$ cat src/common/iodec_pkg.sv
package iodec_pkg;

    // ------------------------------------------------------------
    // address space
    // ------------------------------------------------------------
    localparam int          IODEC_AW        = 6;     // i/o address width
    localparam int          IODEC_DW        = 8;     // register width
    localparam int          IODEC_NREG      = 64;    // i/o locations
    localparam logic [5:0]  IODEC_BIT_LAST  = 6'h1F; // last bit-op address
    localparam logic [5:0]  IODEC_IO_LAST   = 6'h3F; // last in/out address
    localparam logic [7:0]  IODEC_DS_OFFSET = 8'h20; // data = io + offset
    localparam logic [7:0]  IODEC_DS_IO_LO  = 8'h20; // data window start
    localparam logic [7:0]  IODEC_DS_IO_HI  = 8'h5F; // data window end
    localparam logic [7:0]  IODEC_DS_EXT_LO = 8'h60; // extended space start
    localparam logic [7:0]  IODEC_DS_EXT_HI = 8'hFF; // extended space end

    // ------------------------------------------------------------
    // register offsets (i/o addresses)
    // ------------------------------------------------------------
    localparam logic [5:0]  IODEC_PORT_B_PIN   = 6'h03;
    localparam logic [5:0]  IODEC_PORT_B_DIR   = 6'h04;
    localparam logic [5:0]  IODEC_PORT_B_OUT   = 6'h05;
    localparam logic [5:0]  IODEC_PORT_C_PIN   = 6'h06;
    localparam logic [5:0]  IODEC_PORT_C_DIR   = 6'h07;
    localparam logic [5:0]  IODEC_PORT_C_OUT   = 6'h08;
    localparam logic [5:0]  IODEC_PORT_D_PIN   = 6'h09;
    localparam logic [5:0]  IODEC_PORT_D_DIR   = 6'h0A;
    localparam logic [5:0]  IODEC_PORT_D_OUT   = 6'h0B;
    localparam logic [5:0]  IODEC_PORT_E_PIN   = 6'h0C;
    localparam logic [5:0]  IODEC_PORT_E_DIR   = 6'h0D;
    localparam logic [5:0]  IODEC_PORT_E_OUT   = 6'h0E;
    localparam logic [5:0]  IODEC_T0_FLAGS     = 6'h15;
    localparam logic [5:0]  IODEC_T1_FLAGS     = 6'h16;
    localparam logic [5:0]  IODEC_SCRATCH_1    = 6'h19;
    localparam logic [5:0]  IODEC_SCRATCH_2    = 6'h1A;
    localparam logic [5:0]  IODEC_SCRATCH_0    = 6'h1E;
    localparam logic [5:0]  IODEC_NV_CTRL      = 6'h1F;
    localparam logic [5:0]  IODEC_NV_DATA      = 6'h20;
    localparam logic [5:0]  IODEC_NV_ADDR_LO   = 6'h21;
    localparam logic [5:0]  IODEC_NV_ADDR_HI   = 6'h22;
    localparam logic [5:0]  IODEC_GTIMER_CTRL  = 6'h23;
    localparam logic [5:0]  IODEC_T0_CTRL_A    = 6'h24;
    localparam logic [5:0]  IODEC_T0_CTRL_B    = 6'h25;
    localparam logic [5:0]  IODEC_T0_COUNT     = 6'h26;
    localparam logic [5:0]  IODEC_T0_CMP_A     = 6'h27;
    localparam logic [5:0]  IODEC_T0_CMP_B     = 6'h28;
    localparam logic [5:0]  IODEC_PLL_CS       = 6'h29;
    localparam logic [5:0]  IODEC_SER_CTRL     = 6'h2C;
    localparam logic [5:0]  IODEC_SER_STAT     = 6'h2D;
    localparam logic [5:0]  IODEC_SER_DATA     = 6'h2E;
    localparam logic [5:0]  IODEC_CMP_STAT     = 6'h2F;

    // ------------------------------------------------------------
    // field masks and reset value
    // ------------------------------------------------------------
    localparam logic [7:0]  IODEC_MASK_FULL    = 8'hFF;
    localparam logic [7:0]  IODEC_MASK_PORT_E  = 8'h07; // three pins
    localparam logic [7:0]  IODEC_MASK_T0_FLG  = 8'h07; // cmp b, cmp a, ovf
    localparam logic [7:0]  IODEC_MASK_T1_FLG  = 8'h27; // capt, cmps, ovf
    localparam logic [7:0]  IODEC_RESET_VAL    = 8'h00;

endpackage

$ cat src/rtl/iodec_top.sv
`timescale 1ns/1ns

module iodec_top
(
    input  wire logic       clk,              // core clock, 25 MHz
    input  wire logic       rst_b,            // async reset, active low
    // i/o in/out instructions
    input  wire logic [5:0] io_addr,          // i/o address
    input  wire logic       io_rd,            // in instruction strobe
    input  wire logic       io_wr,            // out instruction strobe
    input  wire logic [7:0] io_wdata,         // out data
    // data-space load/store
    input  wire logic [7:0] ds_addr,          // data-space address
    input  wire logic       ds_rd,            // load strobe
    input  wire logic       ds_wr,            // store strobe
    input  wire logic [7:0] ds_wdata,         // store data
    // single-bit instructions
    input  wire logic [5:0] bit_addr,         // i/o address of bit op
    input  wire logic [2:0] bit_sel,          // bit number
    input  wire logic       set_io_bit_instr, // set bit strobe
    input  wire logic       clear_io_bit_instr, // clear bit strobe
    input  wire logic       skip_if_io_bit_set, // test, skip if set
    input  wire logic       skip_if_io_bit_clear, // test, skip if clear
    // peripheral side
    input  wire logic [7:0] pin_b,            // port b pins, async
    input  wire logic [7:0] pin_c,            // port c pins, async
    input  wire logic [7:0] pin_d,            // port d pins, async
    input  wire logic [2:0] pin_e,            // port e pins, async
    input  wire logic [7:0] t0_flag_set,      // timer0 flag events
    input  wire logic [7:0] t1_flag_set,      // timer1 flag events
    // answers
    output logic [7:0]      rd_data_q,        // read data
    output logic            rd_valid_q,       // read data valid pulse
    output logic            skip_q,           // skip decision
    output logic            skip_valid_q,     // skip decision valid pulse
    output logic            bit_reject_q,     // bit op out of range pulse
    output logic            wr_ignored_q,     // write to unmapped pulse
    output logic [7:0]      port_b_dir_q,     // port b direction
    output logic [7:0]      port_b_out_q,     // port b output
    output logic [7:0]      port_c_dir_q,     // port c direction
    output logic [7:0]      port_c_out_q,     // port c output
    output logic [7:0]      port_d_dir_q,     // port d direction
    output logic [7:0]      port_d_out_q,     // port d output
    output logic [2:0]      port_e_dir_q,     // port e direction
    output logic [2:0]      port_e_out_q,     // port e output
    output logic [7:0]      t0_flags_q,       // timer0 flags
    output logic [7:0]      t1_flags_q        // timer1 flags
);

    // ------------------------------------------------------------
    // decode helpers
    // ------------------------------------------------------------

    // implemented bits of each location, zero where reserved
    function automatic logic [7:0] impl_mask(input logic [5:0] a);
        logic [7:0] m;
        m = 8'h00;
        unique case (a)
            iodec_pkg::IODEC_PORT_B_PIN,
            iodec_pkg::IODEC_PORT_B_DIR,
            iodec_pkg::IODEC_PORT_B_OUT,
            iodec_pkg::IODEC_PORT_C_PIN,
            iodec_pkg::IODEC_PORT_C_DIR,
            iodec_pkg::IODEC_PORT_C_OUT,
            iodec_pkg::IODEC_PORT_D_PIN,
            iodec_pkg::IODEC_PORT_D_DIR,
            iodec_pkg::IODEC_PORT_D_OUT,
            iodec_pkg::IODEC_SCRATCH_0,
            iodec_pkg::IODEC_SCRATCH_1,
            iodec_pkg::IODEC_SCRATCH_2,
            iodec_pkg::IODEC_NV_CTRL,
            iodec_pkg::IODEC_NV_DATA,
            iodec_pkg::IODEC_NV_ADDR_LO,
            iodec_pkg::IODEC_NV_ADDR_HI,
            iodec_pkg::IODEC_GTIMER_CTRL,
            iodec_pkg::IODEC_T0_CTRL_A,
            iodec_pkg::IODEC_T0_CTRL_B,
            iodec_pkg::IODEC_T0_COUNT,
            iodec_pkg::IODEC_T0_CMP_A,
            iodec_pkg::IODEC_T0_CMP_B,
            iodec_pkg::IODEC_PLL_CS,
            iodec_pkg::IODEC_SER_CTRL,
            iodec_pkg::IODEC_SER_STAT,
            iodec_pkg::IODEC_SER_DATA,
            iodec_pkg::IODEC_CMP_STAT:
                m = iodec_pkg::IODEC_MASK_FULL;
            iodec_pkg::IODEC_PORT_E_PIN,
            iodec_pkg::IODEC_PORT_E_DIR,
            iodec_pkg::IODEC_PORT_E_OUT:
                m = iodec_pkg::IODEC_MASK_PORT_E;
            iodec_pkg::IODEC_T0_FLAGS:
                m = iodec_pkg::IODEC_MASK_T0_FLG;
            iodec_pkg::IODEC_T1_FLAGS:
                m = iodec_pkg::IODEC_MASK_T1_FLG;
            default:
                m = 8'h00;
        endcase
        return m;
    endfunction

    // pin readback locations hold no storage
    function automatic logic is_pin(input logic [5:0] a);
        return (a == iodec_pkg::IODEC_PORT_B_PIN) ||
               (a == iodec_pkg::IODEC_PORT_C_PIN) ||
               (a == iodec_pkg::IODEC_PORT_D_PIN) ||
               (a == iodec_pkg::IODEC_PORT_E_PIN);
    endfunction

    // write-one-to-clear locations
    function automatic logic is_w1c(input logic [5:0] a);
        return (a == iodec_pkg::IODEC_T0_FLAGS) ||
               (a == iodec_pkg::IODEC_T1_FLAGS);
    endfunction

    // ------------------------------------------------------------
    // pin synchronisers
    // ------------------------------------------------------------
    logic [7:0] pb_s1_q, pb_s2_q;
    logic [7:0] pc_s1_q, pc_s2_q;
    logic [7:0] pd_s1_q, pd_s2_q;
    logic [2:0] pe_s1_q, pe_s2_q;

    // two flops before anything reads the pins
    always_ff @(posedge clk or negedge rst_b)
    begin
        if (!rst_b)
        begin
            pb_s1_q <= 8'h00;
            pb_s2_q <= 8'h00;
            pc_s1_q <= 8'h00;
            pc_s2_q <= 8'h00;
            pd_s1_q <= 8'h00;
            pd_s2_q <= 8'h00;
            pe_s1_q <= 3'h0;
            pe_s2_q <= 3'h0;
        end
        else
        begin
            pb_s1_q <= pin_b;
            pb_s2_q <= pb_s1_q;
            pc_s1_q <= pin_c;
            pc_s2_q <= pc_s1_q;
            pd_s1_q <= pin_d;
            pd_s2_q <= pd_s1_q;
            pe_s1_q <= pin_e;
            pe_s2_q <= pe_s1_q;
        end
    end

    // ------------------------------------------------------------
    // request decode
    // ------------------------------------------------------------
    logic [7:0] regs_q [iodec_pkg::IODEC_NREG];

    // data-space window onto i/o space, extended space left unmapped
    wire        ds_in_io  = (ds_addr >= iodec_pkg::IODEC_DS_IO_LO) &&
                            (ds_addr <= iodec_pkg::IODEC_DS_IO_HI);
    wire        ds_in_ext = (ds_addr >= iodec_pkg::IODEC_DS_EXT_LO);
    wire [7:0]  ds_io_full = ds_addr - iodec_pkg::IODEC_DS_OFFSET;
    wire [5:0]  ds_io_addr = ds_io_full[5:0];

    // in/out reach 0x00-0x3F by the width of their address
    wire        io_acc    = io_rd | io_wr;
    wire        ds_acc    = (ds_rd | ds_wr) & ~io_acc;
    wire        bit_op    = (set_io_bit_instr | clear_io_bit_instr) &
                            ~io_acc & ~ds_acc;
    wire        bit_tst   = (skip_if_io_bit_set | skip_if_io_bit_clear) &
                            ~io_acc & ~ds_acc;
    wire        bit_inrng = (bit_addr <= iodec_pkg::IODEC_BIT_LAST);
    wire        bit_wr    = bit_op & bit_inrng;
    wire [7:0]  bit_hot   = 8'h01 << bit_sel;

    // unified access target
    wire [5:0]  acc_addr  = io_acc ? io_addr :
                            ds_acc ? ds_io_addr : bit_addr;
    wire        wr_en     = (io_acc & io_wr) |
                            (ds_acc & ds_wr & ds_in_io) | bit_wr;
    wire        rd_en     = (io_acc & io_rd & ~io_wr) |
                            (ds_acc & ds_rd & ~ds_wr);
    // set-bit ops write a one-hot value, clear-bit ops write zero, under a one-hot mask
    wire [7:0]  wr_data   = io_acc ? io_wdata :
                            ds_acc ? ds_wdata :
                            (set_io_bit_instr ? bit_hot : 8'h00);
    wire [7:0]  wr_lane   = bit_wr ? bit_hot : 8'hFF;
    wire [7:0]  wr_mask   = wr_lane & impl_mask(acc_addr);
    wire        wr_store  = wr_en & ~is_pin(acc_addr) &
                            (impl_mask(acc_addr) != 8'h00);
    wire        wr_unmap  = wr_en & ~wr_store;

    // ------------------------------------------------------------
    // read value
    // ------------------------------------------------------------
    logic [7:0] rd_val;

    // pins read through the synchronisers, reserved reads zero
    always_comb
    begin
        unique case (acc_addr)
            iodec_pkg::IODEC_PORT_B_PIN: rd_val = pb_s2_q;
            iodec_pkg::IODEC_PORT_C_PIN: rd_val = pc_s2_q;
            iodec_pkg::IODEC_PORT_D_PIN: rd_val = pd_s2_q;
            iodec_pkg::IODEC_PORT_E_PIN: rd_val = {5'h00, pe_s2_q};
            default:                     rd_val = regs_q[acc_addr];
        endcase
        rd_val = rd_val & impl_mask(acc_addr);
    end

    // load from extended or window-outside space returns zero
    wire        rd_mapped = io_acc | (ds_acc & ds_in_io);
    wire [7:0]  rd_word   = rd_mapped ? rd_val : 8'h00;
    wire        bit_now   = |(rd_val & bit_hot);
    wire        skip_now  = skip_if_io_bit_set ? bit_now : ~bit_now;

    // ------------------------------------------------------------
    // hardware flag events
    // ------------------------------------------------------------
    wire [7:0]  t0_evt    = t0_flag_set & iodec_pkg::IODEC_MASK_T0_FLG;
    wire [7:0]  t1_evt    = t1_flag_set & iodec_pkg::IODEC_MASK_T1_FLG;

    // ------------------------------------------------------------
    // register array
    // ------------------------------------------------------------

    // plain bits merge under mask, one-to-clear bits clear on ones,
    // and a hardware event in the same cycle wins over the clear
    always_ff @(posedge clk or negedge rst_b)
    begin
        if (!rst_b)
        begin
            for (int i = 0; i < iodec_pkg::IODEC_NREG; i++)
                regs_q[i] <= iodec_pkg::IODEC_RESET_VAL;
        end
        else
        begin
            for (int i = 0; i < iodec_pkg::IODEC_NREG; i++)
            begin
                if (is_w1c(6'(i)))
                begin
                    regs_q[i] <= (regs_q[i] &
                        ~((wr_store && acc_addr == 6'(i)) ?
                          (wr_data & wr_mask) : 8'h00)) |
                        ((6'(i) == iodec_pkg::IODEC_T0_FLAGS) ?
                          t0_evt : t1_evt);
                end
                else if (wr_store && acc_addr == 6'(i))
                begin
                    regs_q[i] <= (regs_q[i] & ~wr_mask) |
                                 (wr_data & wr_mask);
                end
            end
        end
    end

    // ------------------------------------------------------------
    // answers
    // ------------------------------------------------------------

    // read data and skip result one cycle after the strobe
    always_ff @(posedge clk or negedge rst_b)
    begin
        if (!rst_b)
        begin
            rd_data_q    <= 8'h00;
            rd_valid_q   <= 1'b0;
            skip_q       <= 1'b0;
            skip_valid_q <= 1'b0;
        end
        else
        begin
            rd_valid_q   <= rd_en;
            skip_valid_q <= bit_tst & bit_inrng;
            if (rd_en)
                rd_data_q <= rd_word;
            if (bit_tst)
                skip_q <= bit_inrng & skip_now;
        end
    end

    // refusal indications
    always_ff @(posedge clk or negedge rst_b)
    begin
        if (!rst_b)
        begin
            bit_reject_q <= 1'b0;
            wr_ignored_q <= 1'b0;
        end
        else
        begin
            bit_reject_q <= (bit_op | bit_tst) & ~bit_inrng;
            wr_ignored_q <= wr_unmap | (ds_acc & ds_wr &
                            (ds_in_ext | ~ds_in_io));
        end
    end

    // ------------------------------------------------------------
    // peripheral-side views of the stored registers
    // ------------------------------------------------------------
    assign port_b_dir_q = regs_q[iodec_pkg::IODEC_PORT_B_DIR];
    assign port_b_out_q = regs_q[iodec_pkg::IODEC_PORT_B_OUT];
    assign port_c_dir_q = regs_q[iodec_pkg::IODEC_PORT_C_DIR];
    assign port_c_out_q = regs_q[iodec_pkg::IODEC_PORT_C_OUT];
    assign port_d_dir_q = regs_q[iodec_pkg::IODEC_PORT_D_DIR];
    assign port_d_out_q = regs_q[iodec_pkg::IODEC_PORT_D_OUT];
    assign port_e_dir_q = regs_q[iodec_pkg::IODEC_PORT_E_DIR][2:0];
    assign port_e_out_q = regs_q[iodec_pkg::IODEC_PORT_E_OUT][2:0];
    assign t0_flags_q   = regs_q[iodec_pkg::IODEC_T0_FLAGS];
    assign t1_flags_q   = regs_q[iodec_pkg::IODEC_T1_FLAGS];

endmodule

$ cat config.mk
export PLATFORM = sky130hd
export DESIGN_NAME = iodec_top
export DESIGN_NICKNAME = d
export VERILOG_FILES = /design/src/common/iodec_pkg.sv /design/src/rtl/iodec_top.sv
export SDC_FILE = /design/constraint.sdc
export NUM_CORES = 1
export LEC_CHECK = 0
export BUFFER_PORTS_ARGS = -buffer_cell sky130_fd_sc_hd__buf_2
export CAP_MARGIN = 40
export CORE_MARGIN = 2
export CORE_UTILIZATION = 49
export CTS_CLUSTER_SIZE = 30
export DETAILED_ROUTE_END_ITERATION = 10
export PLACE_DENSITY = 0.63
export SYNTH_ARGS = -nofsm -noshare
export SYNTH_HDL_FRONTEND = slang
export SYNTH_SLANG_ARGS = --single-unit
$ cat constraint.sdc
create_clock -name clk -period 2.7 [get_ports clk]
set_input_delay 0.405 -clock clk [delete_from_list [all_inputs] [get_ports clk]]
set_output_delay 0.405 -clock clk [all_outputs]
set_load 0.005 [all_outputs]
==> results of run 1 <==
layer usage:
layer,up-vias,wire [um],global-route usage [%]
met5,-,0,0
met2,820,33100,46.5
met3,166,5970,5.63
li1,7425,-,-
met4,0,3240,12.9
met1,8635,32700,46.1
per-stage QoR:
step | utilization [%] | instances | power [mW] | setup TNS [ns] | cell area [um^2]
floorplan | - | 2049 | 10.1 | -76.75 | 22800
global placement | 55.8 | 2722 | 11.4 | -152.45 | 25200
detailed placement | 55.8 | 2724 | 11.5 | -156.46 | 25200
CTS | 62.4 | 2893 | 19.0 | -22.43 | 28200
global route | 64.5 | 2930 | 19.9 | -34.18 | 29100
finish | 64.5 | 2930 | 19.3 | -22.30 | 29100
synthesized netlist by cell type, types with 4 or more instances:
master / count / area (um^2)
nand2_2: 7 / 43.8
nand3b_1: 7 / 52.6
nor2_1: 42 / 158
nand4_1: 25 / 156
a31oi_1: 21 / 131
a221oi_1: 8 / 70.1
a21oi_1: 45 / 225
mux2_2: 199 / 2240
a22o_1: 8 / 70.1
nor2b_1: 4 / 25.0
o31ai_1: 10 / 75.1
and2_1: 12 / 75.1
a32o_1: 16 / 160
and3_1: 6 / 37.5
o21ai_0: 23 / 115
mux2_1: 4 / 45.0
a22oi_1: 27 / 203
nor3_2: 10 / 100
clkbuf_1: 268 / 1010
nor2_2: 5 / 31.3
dfrtp_1: 499 / 12500
buf_4: 83 / 623
nand2b_1: 7 / 43.8
o21ai_1: 12 / 60.1
buf_2: 45 / 225
a32oi_1: 31 / 272
o21a_1: 6 / 45.0
or3_1: 4 / 25.0
nor3_1: 17 / 85.1
nand3_1: 50 / 250
and4_1: 4 / 35.0
o2111ai_1: 6 / 52.6
inv_1: 12 / 45.0
a31o_2: 4 / 35.0
o22ai_1: 8 / 50.1
nand2_1: 329 / 1230
o21bai_1: 6 / 45.0
nor4_1: 6 / 37.5
o211ai_1: 7 / 52.6
a222oi_1: 4 / 40.0
a21o_1: 10 / 75.1
mux2i_1: 83 / 831
cell families after synthesis:
| group | after synthesis | synth area share [%] |
|---|---|---|
| mux | 286 | 13.9 |
| buf+inv | 413 | 8.65 |
| flops | 499 | 55.9 |
| compound gates | 290 | 9.77 |
| xor+xnor | 2 | 0.0784 |
| simple gates | 559 | 11.7 |
report_power, final:
part | total, mW | internal [mW] | leakage (nW) | switching [mW]
Clock | 7.28 | 4.21 | 0.853 | 3.07
Combinational | 3.59 | 1.72 | 6.47 | 1.86
Sequential | 8.38 | 8.02 | 6.72 | 0.363
Total | 19.3 | 14.0 | 14.0 | 5.30
final cells by class:
cell class	instances	area, um^2	area share [%]
multi-input combinational	1138	9180	31.5
sequential	499	12500	42.9
clock buffer	68	1460	5.02
timing repair buffer	587	4920	16.9
tap	600	751	2.58
inverter	12	45.0	0.155
clock inverter	26	283	0.971
worst max-delay path: cells and delay by family:
| kind | cells | cell delay (ns) |
|---|---|---|
| buffers and inverters | 6 | 0.85 |
| AND/OR/NAND/NOR | 4 | 0.94 |
| AO/OA/AOI/OAI | 6 | 1.37 |
path summary, 6_finish.rpt:
path                                      startpoint                          to  slack, ns  cells after the start
worst min register to register  pd_s1_q[7]$_DFF_PN0_        pd_s2_q[7]$_DFF_PN0_       0.34                      0
worst max register to register                  flop          skip_q$_DFFE_PN0P_       0.12                     10
worst max-delay path                           ds_rd          skip_q$_DFFE_PN0P_      -0.38                     16
max in group asynchronous                      rst_b  asynchronous set/reset pin       1.44                      3
min in group asynchronous                      rst_b  asynchronous set/reset pin       0.30                      2
worst min-delay path              skip_if_io_bit_set          skip_q$_DFFE_PN0P_       0.11                      3
repair_timing:
| item | in CTS | in global routing |
|---|---|---|
| gates cloned | 2 | 2 |
| setup buffers | 40 | 38 |
| resized for setup | 107 | 143 |
| hold buffers | 35 | 0 |
| setup endpoints to repair | 196 | 209 |
| endpoints found under the hold margin | 67 | 0 |
| pin swaps | 33 | 50 |
==> results.sh, run 1 <==
export IMPL_numCtsBuffers=52
export IMPL_syn_inst=2049
export IMPL_outcome="finished with violations"
export IMPL_drive_gt1_share_pct=42.6
export IMPL_yosysWarningCount=0
export IMPL_clkTransAtPathRegs_ns=0.06
export IMPL_final_common_cell="dfrtp_1"
export IMPL_drt_iter0_markers=1809
export IMPL_clk_latency_ns=0.61
export IMPL_drt_drc_violations_left=0
export IMPL_max_freq_mhz=325
export IMPL_ir_drop_mv=0.507
export IMPL_dieArea_mm2=0.0473
export IMPL_die_w_um=218
export IMPL_vias_per_cell=5.82
export IMPL_core_area_mm2=0.0452
export IMPL_worst_hold_path_type="in2reg"
export IMPL_place_congestion=0.964
export IMPL_cts_root_buf="clkbuf_16"
export IMPL_report_final_slew_viol_count=0
export IMPL_yosysUniqueCellTypes=81
export IMPL_place_hpwl_um=52600
export IMPL_grt_start_max_net_pins=108
export IMPL_dp_slack_ns=-1.40
export IMPL_port_buffers=165
export IMPL_layout_common_cells="dfrtp_1, nand2_1, buf_4, buf_2, mux2_2"
export IMPL_cts_sinks=499
export IMPL_fin_worst_skew_ns=0.0254
export IMPL_final_period_utilization_pct=114
export IMPL_cp_start_kind="input port"
export IMPL_hold_viol_final=0
export IMPL_rsz0062_at_grt="yes"
export IMPL_hold_ws_ns=0.109
export IMPL_ys_seq_area_share_pct=55.9
export IMPL_path_cells="buf_12 -> buf_6 -> buf_6 -> o21a_1 -> o31ai_4 -> buf_12 -> buf_12 -> buf_4 -> nand2_1 -> a32o_1 -> o31a_1 -> or4_4 -> nor2_1 -> o41ai_4 -> or4b_1 -> o211ai_1"
export IMPL_grt_pass1_wl_um=110000
export IMPL_synth_edf_count=0
export IMPL_crit_path_top_delay_cell="or4_4"
export IMPL_synth_main_ff_cell="dfrtp_1"
export IMPL_ios=175
export IMPL_start_util_pct=49.5
export IMPL_grt_use_total_pct=31.5
export IMPL_slew_limit_headroom_pct=58.7
export IMPL_worstPathRequired_ns=3.19
export IMPL_detail_route_antenna_nets=0
export IMPL_p_leak_nw=14.0
export IMPL_cp_end_kind="flop"
export IMPL_area_delta_synth_final_pct=30.3
export IMPL_tightestPinTransition_ns=0.619
export IMPL_std_cell_rows=78
export IMPL_criticalPathCategory="in2reg"
export IMPL_synthArstFlopShare_pct=100
export IMPL_final_net_count=2382
export IMPL_antenna_cells=0
export IMPL_setup_violations=195
export IMPL_min_period_ns=3.08
export IMPL_htreeDepth=2
export IMPL_cts_tree="built"
export IMPL_worst_slack_ns=-0.380
export IMPL_p_per_area_mw_per_mm2=661
export IMPL_ys_ff_latch=499
export IMPL_vias=17000
export IMPL_syn_nets=2141
export IMPL_slowest_delay_ns=0.45
export IMPL_grt_ovfl_total=0
export IMPL_grt_pass1_vias=16900
export IMPL_wire_per_inst_um=25.6
export IMPL_postRouteWirelength_um=75000
export IMPL_cp_data_arrival_time_ns=3.57
export IMPL_cts_buffer_depth=3
export IMPL_fillers=3351
export IMPL_synth_area_mm2=0.0224
export IMPL_grt_antenna_before_repair=0
export IMPL_die_y_um=218
export IMPL_firstDrtPassIters=8
export IMPL_path_common_cell="buf_12"
export IMPL_syn_avg_cell_area_um2=10.9
export IMPL_drv_cap=0
export IMPL_worstPathMaxFanout=11
export IMPL_violations="negative setup slack"
No activity file was read; power rests on OpenSTA's default activity.
==> inputs of run 2 (changes only) <==
--- a/config.mk
+++ b/config.mk
@@ -7,6 +7,7 @@
 export LEC_CHECK = 0
 export BUFFER_PORTS_ARGS = -buffer_cell sky130_fd_sc_hd__buf_2
 export CAP_MARGIN = 40
+export CORE_ASPECT_RATIO = 0.5
 export CORE_MARGIN = 2
 export CORE_UTILIZATION = 49
 export CTS_CLUSTER_SIZE = 30
==> run 2 against run 1 <==
Compared with the run above:
- the run still ends with negative setup slack left
- register-to-register slack got worse by 0.02 ns
- routed wire length decreased by 4.0%
- combinational power increased by 4%
- critical endpoint unchanged
- die area increased by 0.22%
- via count decreased by 1.9%
- sequential power about the same
- largest cell class unchanged
- clock skew decreased by 0.014 ns
- highest routed layer unchanged
==> results.sh, run 2 (synthesis results as in run 1) <==
export IMPL_outcome="finished with violations"
export IMPL_violations="negative setup slack"
export IMPL_place_hpwl_um=50600
export IMPL_port_buffers=165
export IMPL_core_area_mm2=0.0451
export IMPL_hold_ws_ns=0.0110
export IMPL_finalInstanceArea_mm2=0.0293
export IMPL_setup_tns_ns=-14.10
export IMPL_ir_drop_mv=0.490
export IMPL_drive_gt1_share_pct=44.9
export IMPL_clkTransAtPathRegs_ns=0.07
export IMPL_p_per_area_mw_per_mm2=640
export IMPL_place_congestion=0.925
export IMPL_worstPathMaxFanout=13
export IMPL_p_leak_nw=14.2
export IMPL_drt_iter0_markers=1900
export IMPL_vias=16700
export IMPL_p_total_mw=18.8
export IMPL_final_net_count=2358
export IMPL_area_delta_synth_final_pct=31.3
export IMPL_worst_slack_ns=-0.311
export IMPL_final_common_cell="dfrtp_1"
export IMPL_start_util_pct=49.6
export IMPL_cts_sinks=499
export IMPL_post_route_util_pct=65.1
export IMPL_detail_route_antenna_nets=0
export IMPL_cp_start_kind="input port"
export IMPL_criticalPathCategory="in2reg"
export IMPL_cp_end_kind="flop"
export IMPL_hold_viol_final=0
export IMPL_wire_per_inst_um=24.8
export IMPL_slew_limit_headroom_pct=57.4
export IMPL_postRouteWirelength_um=72000
export IMPL_layout_common_cells="dfrtp_1, nand2_1, buf_4, buf_2, mux2_2"
export IMPL_die_w_um=306
export IMPL_dpl_cell_area_mm2=0.0252
export IMPL_grt_ovfl_total=0
export IMPL_worstPathRequired_ns=3.19
export IMPL_dieArea_mm2=0.0474
export IMPL_numCtsBuffers=44
export IMPL_place_inst=2706
export IMPL_ios=175
export IMPL_std_cell_rows=55
export IMPL_cts_tree="built"
export IMPL_cts_root_buf="clkbuf_16"
export IMPL_firstDrtPassIters=5
export IMPL_setup_violations=166
export IMPL_cts_buffer_depth=3
export IMPL_grt_antenna_before_repair=1
export IMPL_htreeDepth=2
export IMPL_tightestPinTransition_ns=0.633
export IMPL_final_cells=2900
export IMPL_rsz0062_at_grt="yes"
export IMPL_grt_start_max_net_pins=85
export IMPL_min_period_ns=3.01
export IMPL_fin_worst_skew_ns=0.0110
export IMPL_vias_per_cell=5.77
export IMPL_grt_pass1_wl_um=106000
export IMPL_die_y_um=155
export IMPL_grt_pass1_vias=16600
export IMPL_worst_hold_path_type="in2reg"
export IMPL_drv_cap=0
export IMPL_clk_latency_ns=0.58
export IMPL_final_period_utilization_pct=112
export IMPL_drt_drc_violations_left=0
export IMPL_grt_use_total_pct=30.1
export IMPL_report_final_slew_viol_count=0
export IMPL_cp_data_arrival_time_ns=3.50
export IMPL_dp_slack_ns=-1.39
export IMPL_max_freq_mhz=332
## run 2: cell count changes in the layout (fill, tap and decap cells not counted), moves of 5 or more
cell | previous run | this run
buf_12 | 43 | 55
buf_4 | 292 | 246
buf_6 | 46 | 64
clkbuf_1 | 6 | 11
clkbuf_16 | 54 | 47
clkinv_2 | 12 | 3
mux2_2 | 109 | 123
mux2_4 | 90 | 79
nand2_1 | 318 | 246
nand2_2 | 4 | 47
nand2_4 | 7 | 35
## run 2: layer usage
| layer | wire length [um] | GRT usage (%) |
|---|---|---|
| met4 | 1730 | 7.41 |
| met5 | 0 | 1.11 |
| met1 | 31700 | 43.4 |
| met3 | 7340 | 9.85 |
| met2 | 31300 | 44.1 |
## run 2: worst paths after layout
check,from,to,slack (ns),cells past startpoint
setup / recovery,ds_wr,skip_q$_DFFE_PN0P_,-0.31,14
hold / removal,t1_flag_set[0],t1_flags_q[0]$_DFF_PN0_,0.01,2
setup reg to reg,flop,skip_q$_DFFE_PN0P_,0.10,10
hold reg to reg,pd_s1_q[4]$_DFF_PN0_,pd_s2_q[4]$_DFF_PN0_,0.34,0
max in group asynchronous,rst_b,asynchronous set/reset pin,1.50,3
min in group asynchronous,rst_b,asynchronous set/reset pin,0.37,2
## run 2: area by class of cell
| cell class | count | area [um^2] |
|---|---|---|
| Antenna cell | 1 | 2.50 |
| Clock buffer | 64 | 1290 |
| Clock inverter | 17 | 224 |
| Fill cell | 3382 | 15700 |
| Inverter | 12 | 45.0 |
| Multi-Input combinational cell | 1137 | 9470 |
| Sequential cell | 499 | 12500 |
| Tap cell | 598 | 748 |
| Timing Repair Buffer | 572 | 5070 |
## run 2: where the power goes
part,internal (mW),leakage (nW),switching (mW)
Combinational,1.80,6.76,1.94
Clock,3.73,0.717,2.95
Sequential,8.01,6.72,0.352
## run 2: critical path, stage by stage
cell and delay [ns]:
buf_12 0.11, or3b_4 0.43, a31oi_4 0.22, buf_6 0.16, buf_8 0.19, nor2_1 0.10, a221oi_4 0.30, buf_6 0.19
o21bai_1 0.14, a2111o_1 0.27, a31oi_2 0.13, a211o_1 0.28, or4b_1 0.46, o211ai_1 0.09
## run 2: what timing repair did
item / in CTS / in global routing
buffers inserted: 51 / 35
resized for setup: 251 / 133
pin swaps: 87 / 52
setup endpoints to repair: 201 / 213
gates cloned: 6 / 2
hold buffers: 32 / 0
endpoints found under the hold margin: 76 / 0
==> inputs of run 3 (changes only) <==
--- a/config.mk
+++ b/config.mk
@@ -12,7 +12,7 @@
 export CORE_UTILIZATION = 49
 export CTS_CLUSTER_SIZE = 30
 export DETAILED_ROUTE_END_ITERATION = 10
-export PLACE_DENSITY = 0.63
+export PLACE_DENSITY_LB_ADDON = 0.05
 export SYNTH_ARGS = -nofsm -noshare
 export SYNTH_HDL_FRONTEND = slang
 export SYNTH_SLANG_ARGS = --single-unit
==> run 3 against run 2 <==
Compared with the run above:
- the run still ends with negative setup slack left
- clock power decreased by 3.7%
- final cell count increased by 0.83%
- sequential power about the same
- die area unchanged
- via count increased by 0.69%
- global-route usage increased by 1.6 points
- count of clock-buffer cells in the layout increased by 1
- hold slack improved by 0.13 ns
- non-clock buffer count increased by 23
- register-to-register slack got worse by 0.08 ns
==> results.sh, run 3 (synthesis results as in run 1) <==
export IMPL_die_w_um=306
export IMPL_ios=175
export IMPL_cp_end_kind="flop"
export IMPL_port_buffers=165
export IMPL_finalInstanceArea_mm2=0.0294
export IMPL_min_period_ns=3.19
export IMPL_worst_slack_ns=-0.494
export IMPL_r2r_end="skip_q$_DFFE_PN0P_"
export IMPL_fillers=3427
export IMPL_p_leak_nw=14.3
export IMPL_hold_viol_final=0
export IMPL_clkPwrFrac_pct=34.6
export IMPL_worst_hold_path_type="in2reg"
export IMPL_drt_drc_violations_left=0
export IMPL_report_final_slew_viol_count=0
export IMPL_worstPathMaxFanout=8
export IMPL_htreeDepth=2
export IMPL_area_delta_synth_final_pct=31.7
export IMPL_grt_pass1_vias=17200
export IMPL_core_area_mm2=0.0451
export IMPL_p_sw_mw=5.25
export IMPL_cell_internal_pwr_mw=13.4
export IMPL_cts_root_buf="clkbuf_16"
export IMPL_place_congestion=0.920
export IMPL_start_util_pct=49.6
export IMPL_layout_common_cells="dfrtp_1, buf_4, nand2_1, buf_2, mux2_4"
export IMPL_rrSetupSlack_ns=0.02
export IMPL_rr_worst_depth=9
export IMPL_ir_drop_mv=0.548
export IMPL_cp_start_kind="input port"
export IMPL_drv_cap=0
export IMPL_grt_pass1_wl_um=112000
export IMPL_layout_area_seq_mm2=0.0125
export IMPL_seqPwrFrac_pct=44.9
export IMPL_worstPathRequired_ns=3.20
export IMPL_final_period_utilization_pct=118
export IMPL_p_per_area_mw_per_mm2=632
export IMPL_grt_use_total_pct=31.8
export IMPL_drive_gt1_share_pct=44.8
export IMPL_holdPathStages=3
export IMPL_cp_data_arrival_time_ns=3.69
export IMPL_max_freq_mhz=313
export IMPL_final_common_cell="dfrtp_1"
export IMPL_die_y_um=155
export IMPL_clkTransAtPathRegs_ns=0.07
export IMPL_p_comb_share_pct=20.5
export IMPL_criticalPathCategory="in2reg"
export IMPL_vias=16800
export IMPL_numCtsBuffers=45
export IMPL_std_cell_rows=55
export IMPL_crit_path_top_delay_cell="or4b_1"
export IMPL_clk_latency_ns=0.60
export IMPL_slowest_delay_ns=0.46
export IMPL_cts_tree="built"
export IMPL_holdCritStartpoint="skip_if_io_bit_set"
export IMPL_drt_iter0_markers=1551
export IMPL_p_total_mw=18.6
export IMPL_postRouteWirelength_um=76100
export IMPL_hold_path_end="skip_q$_DFFE_PN0P_"
export IMPL_dpl_cell_area_mm2=0.0254
export IMPL_grt_antenna_before_repair=1
export IMPL_wire_per_inst_um=26.0
export IMPL_vias_per_cell=5.76
export IMPL_fin_worst_skew_ns=0.0293
export IMPL_path_cells="buf_12 -> buf_6 -> buf_4 -> nor3b_4 -> buf_6 -> o31ai_4 -> buf_4 -> buf_4 -> a21oi_4 -> buf_12 -> buf_12 -> nand3_1 -> a31oi_1 -> nor4_2 -> nand4_1 -> o211ai_1 -> o41ai_2 -> or4b_1 -> o211ai_1"
export IMPL_switching_share_pct=28.2
export IMPL_setup_violations=194
export IMPL_tightestPinTransition_ns=0.751
export IMPL_grt_start_max_net_pins=105
export IMPL_outcome="finished with violations"
export IMPL_violations="negative setup slack"
export IMPL_dieArea_mm2=0.0474
export IMPL_slew_limit_headroom_pct=49.4
export IMPL_cts_sinks=499
export IMPL_detail_route_antenna_nets=0
export IMPL_firstDrtPassIters=8
export IMPL_place_hpwl_um=53000
export IMPL_rsz0062_at_grt="yes"
export IMPL_final_net_count=2382
export IMPL_multiInputGateArea_mm2=0.00952
export IMPL_cts_buffer_depth=3
export IMPL_grt_ovfl_total=0
==> run 3: cell types whose count changed in the layout (fill, tap and decap cells not counted), sizes merged <==
cell and delta:
clkinv +6, dlygate4sd3 +3, bufinv -2, buf +19, bufbuf -2, clkbuf +4, clkinvlp -4
==> run 3: critical path, delay by kind of cell <==
family | cells | cell delay (ns)
AOI/OAI and AO/OA | 6 | 1.16
buffers and inverters | 8 | 1.16
and+or+nand+nor | 5 | 0.96
==> run 3: power by group through the flow <==
stage | Sequential [mW] | Clock (mW) | Combinational (mW)
2_1_floorplan | 8.35 | 0 | 1.71
3_3_place_gp | 8.43 | 0 | 3.05
3_5_place_dp | 8.47 | 0 | 3.10
4_1_cts | 8.34 | 6.54 | 3.53
5_1_grt | 8.41 | 6.85 | 4.02
6_report | 8.35 | 6.44 | 3.81
==> run 3: how the worst max path moves through the flow <==
stage,start,to,slack (ns),cells past startpoint
6_report,ds_rd,skip_q$_DFFE_PN0P_,-0.49,19
5_1_grt,ds_rd,skip_q$_DFFE_PN0P_,-0.59,16
4_1_cts,ds_rd,skip_q$_DFFE_PN0P_,-0.36,14
3_5_place_dp,io_wr,skip_q$_DFFE_PN0P_,-1.38,14
3_3_place_gp,ds_wr,skip_q$_DFFE_PN0P_,-1.55,14
2_1_floorplan,io_wr,skip_q$_DFFE_PN0P_,-0.48,14
==> run 3: per-layer routing <==
layer	global-route usage (%)	part of all wire, %	routed length [um]	vias up
met4	6.87	1.9	1430	2
met1	48.4	47	36100	8695
met2	46.7	43	32900	610
met3	6.69	7.5	5700	102
li1	-	-	-	7426
met5	0	0.017	13	-
==> run 3: metrics by stage <==
step,instances,setup slack (ns),setup TNS (ns),util (%),hold WS (ns)
global placement,2729,-1.55,-159.96,56.4,0.334
global route,2923,-0.594,-37.71,65.3,0.137
CTS,2885,-0.359,-8.68,63.7,0.107
floorplan,2049,-0.480,-76.75,-,0.109
detailed placement,2730,-1.38,-169.32,56.4,0.336
finish,2924,-0.494,-21.84,65.3,0.136
==> run 3: cell type report <==
cell class	instances	share of cell area, %
inverter	12	0.153
antenna	1	0.00850
multi-input combinational	1137	32.3
clock inverter	17	0.586
sequential	499	42.4
clock buffer	65	4.32
timing repair buffer	595	17.6
tap	598	2.54
==> run 3: what timing repair did <==
action,CTS,global route
gates resized for setup,278,98
hold buffers,35,0
endpoints found under the hold margin,80,0
pin swaps,72,49
gates cloned,3,5
buffers inserted,37,36
endpoints found under the setup margin,211,214
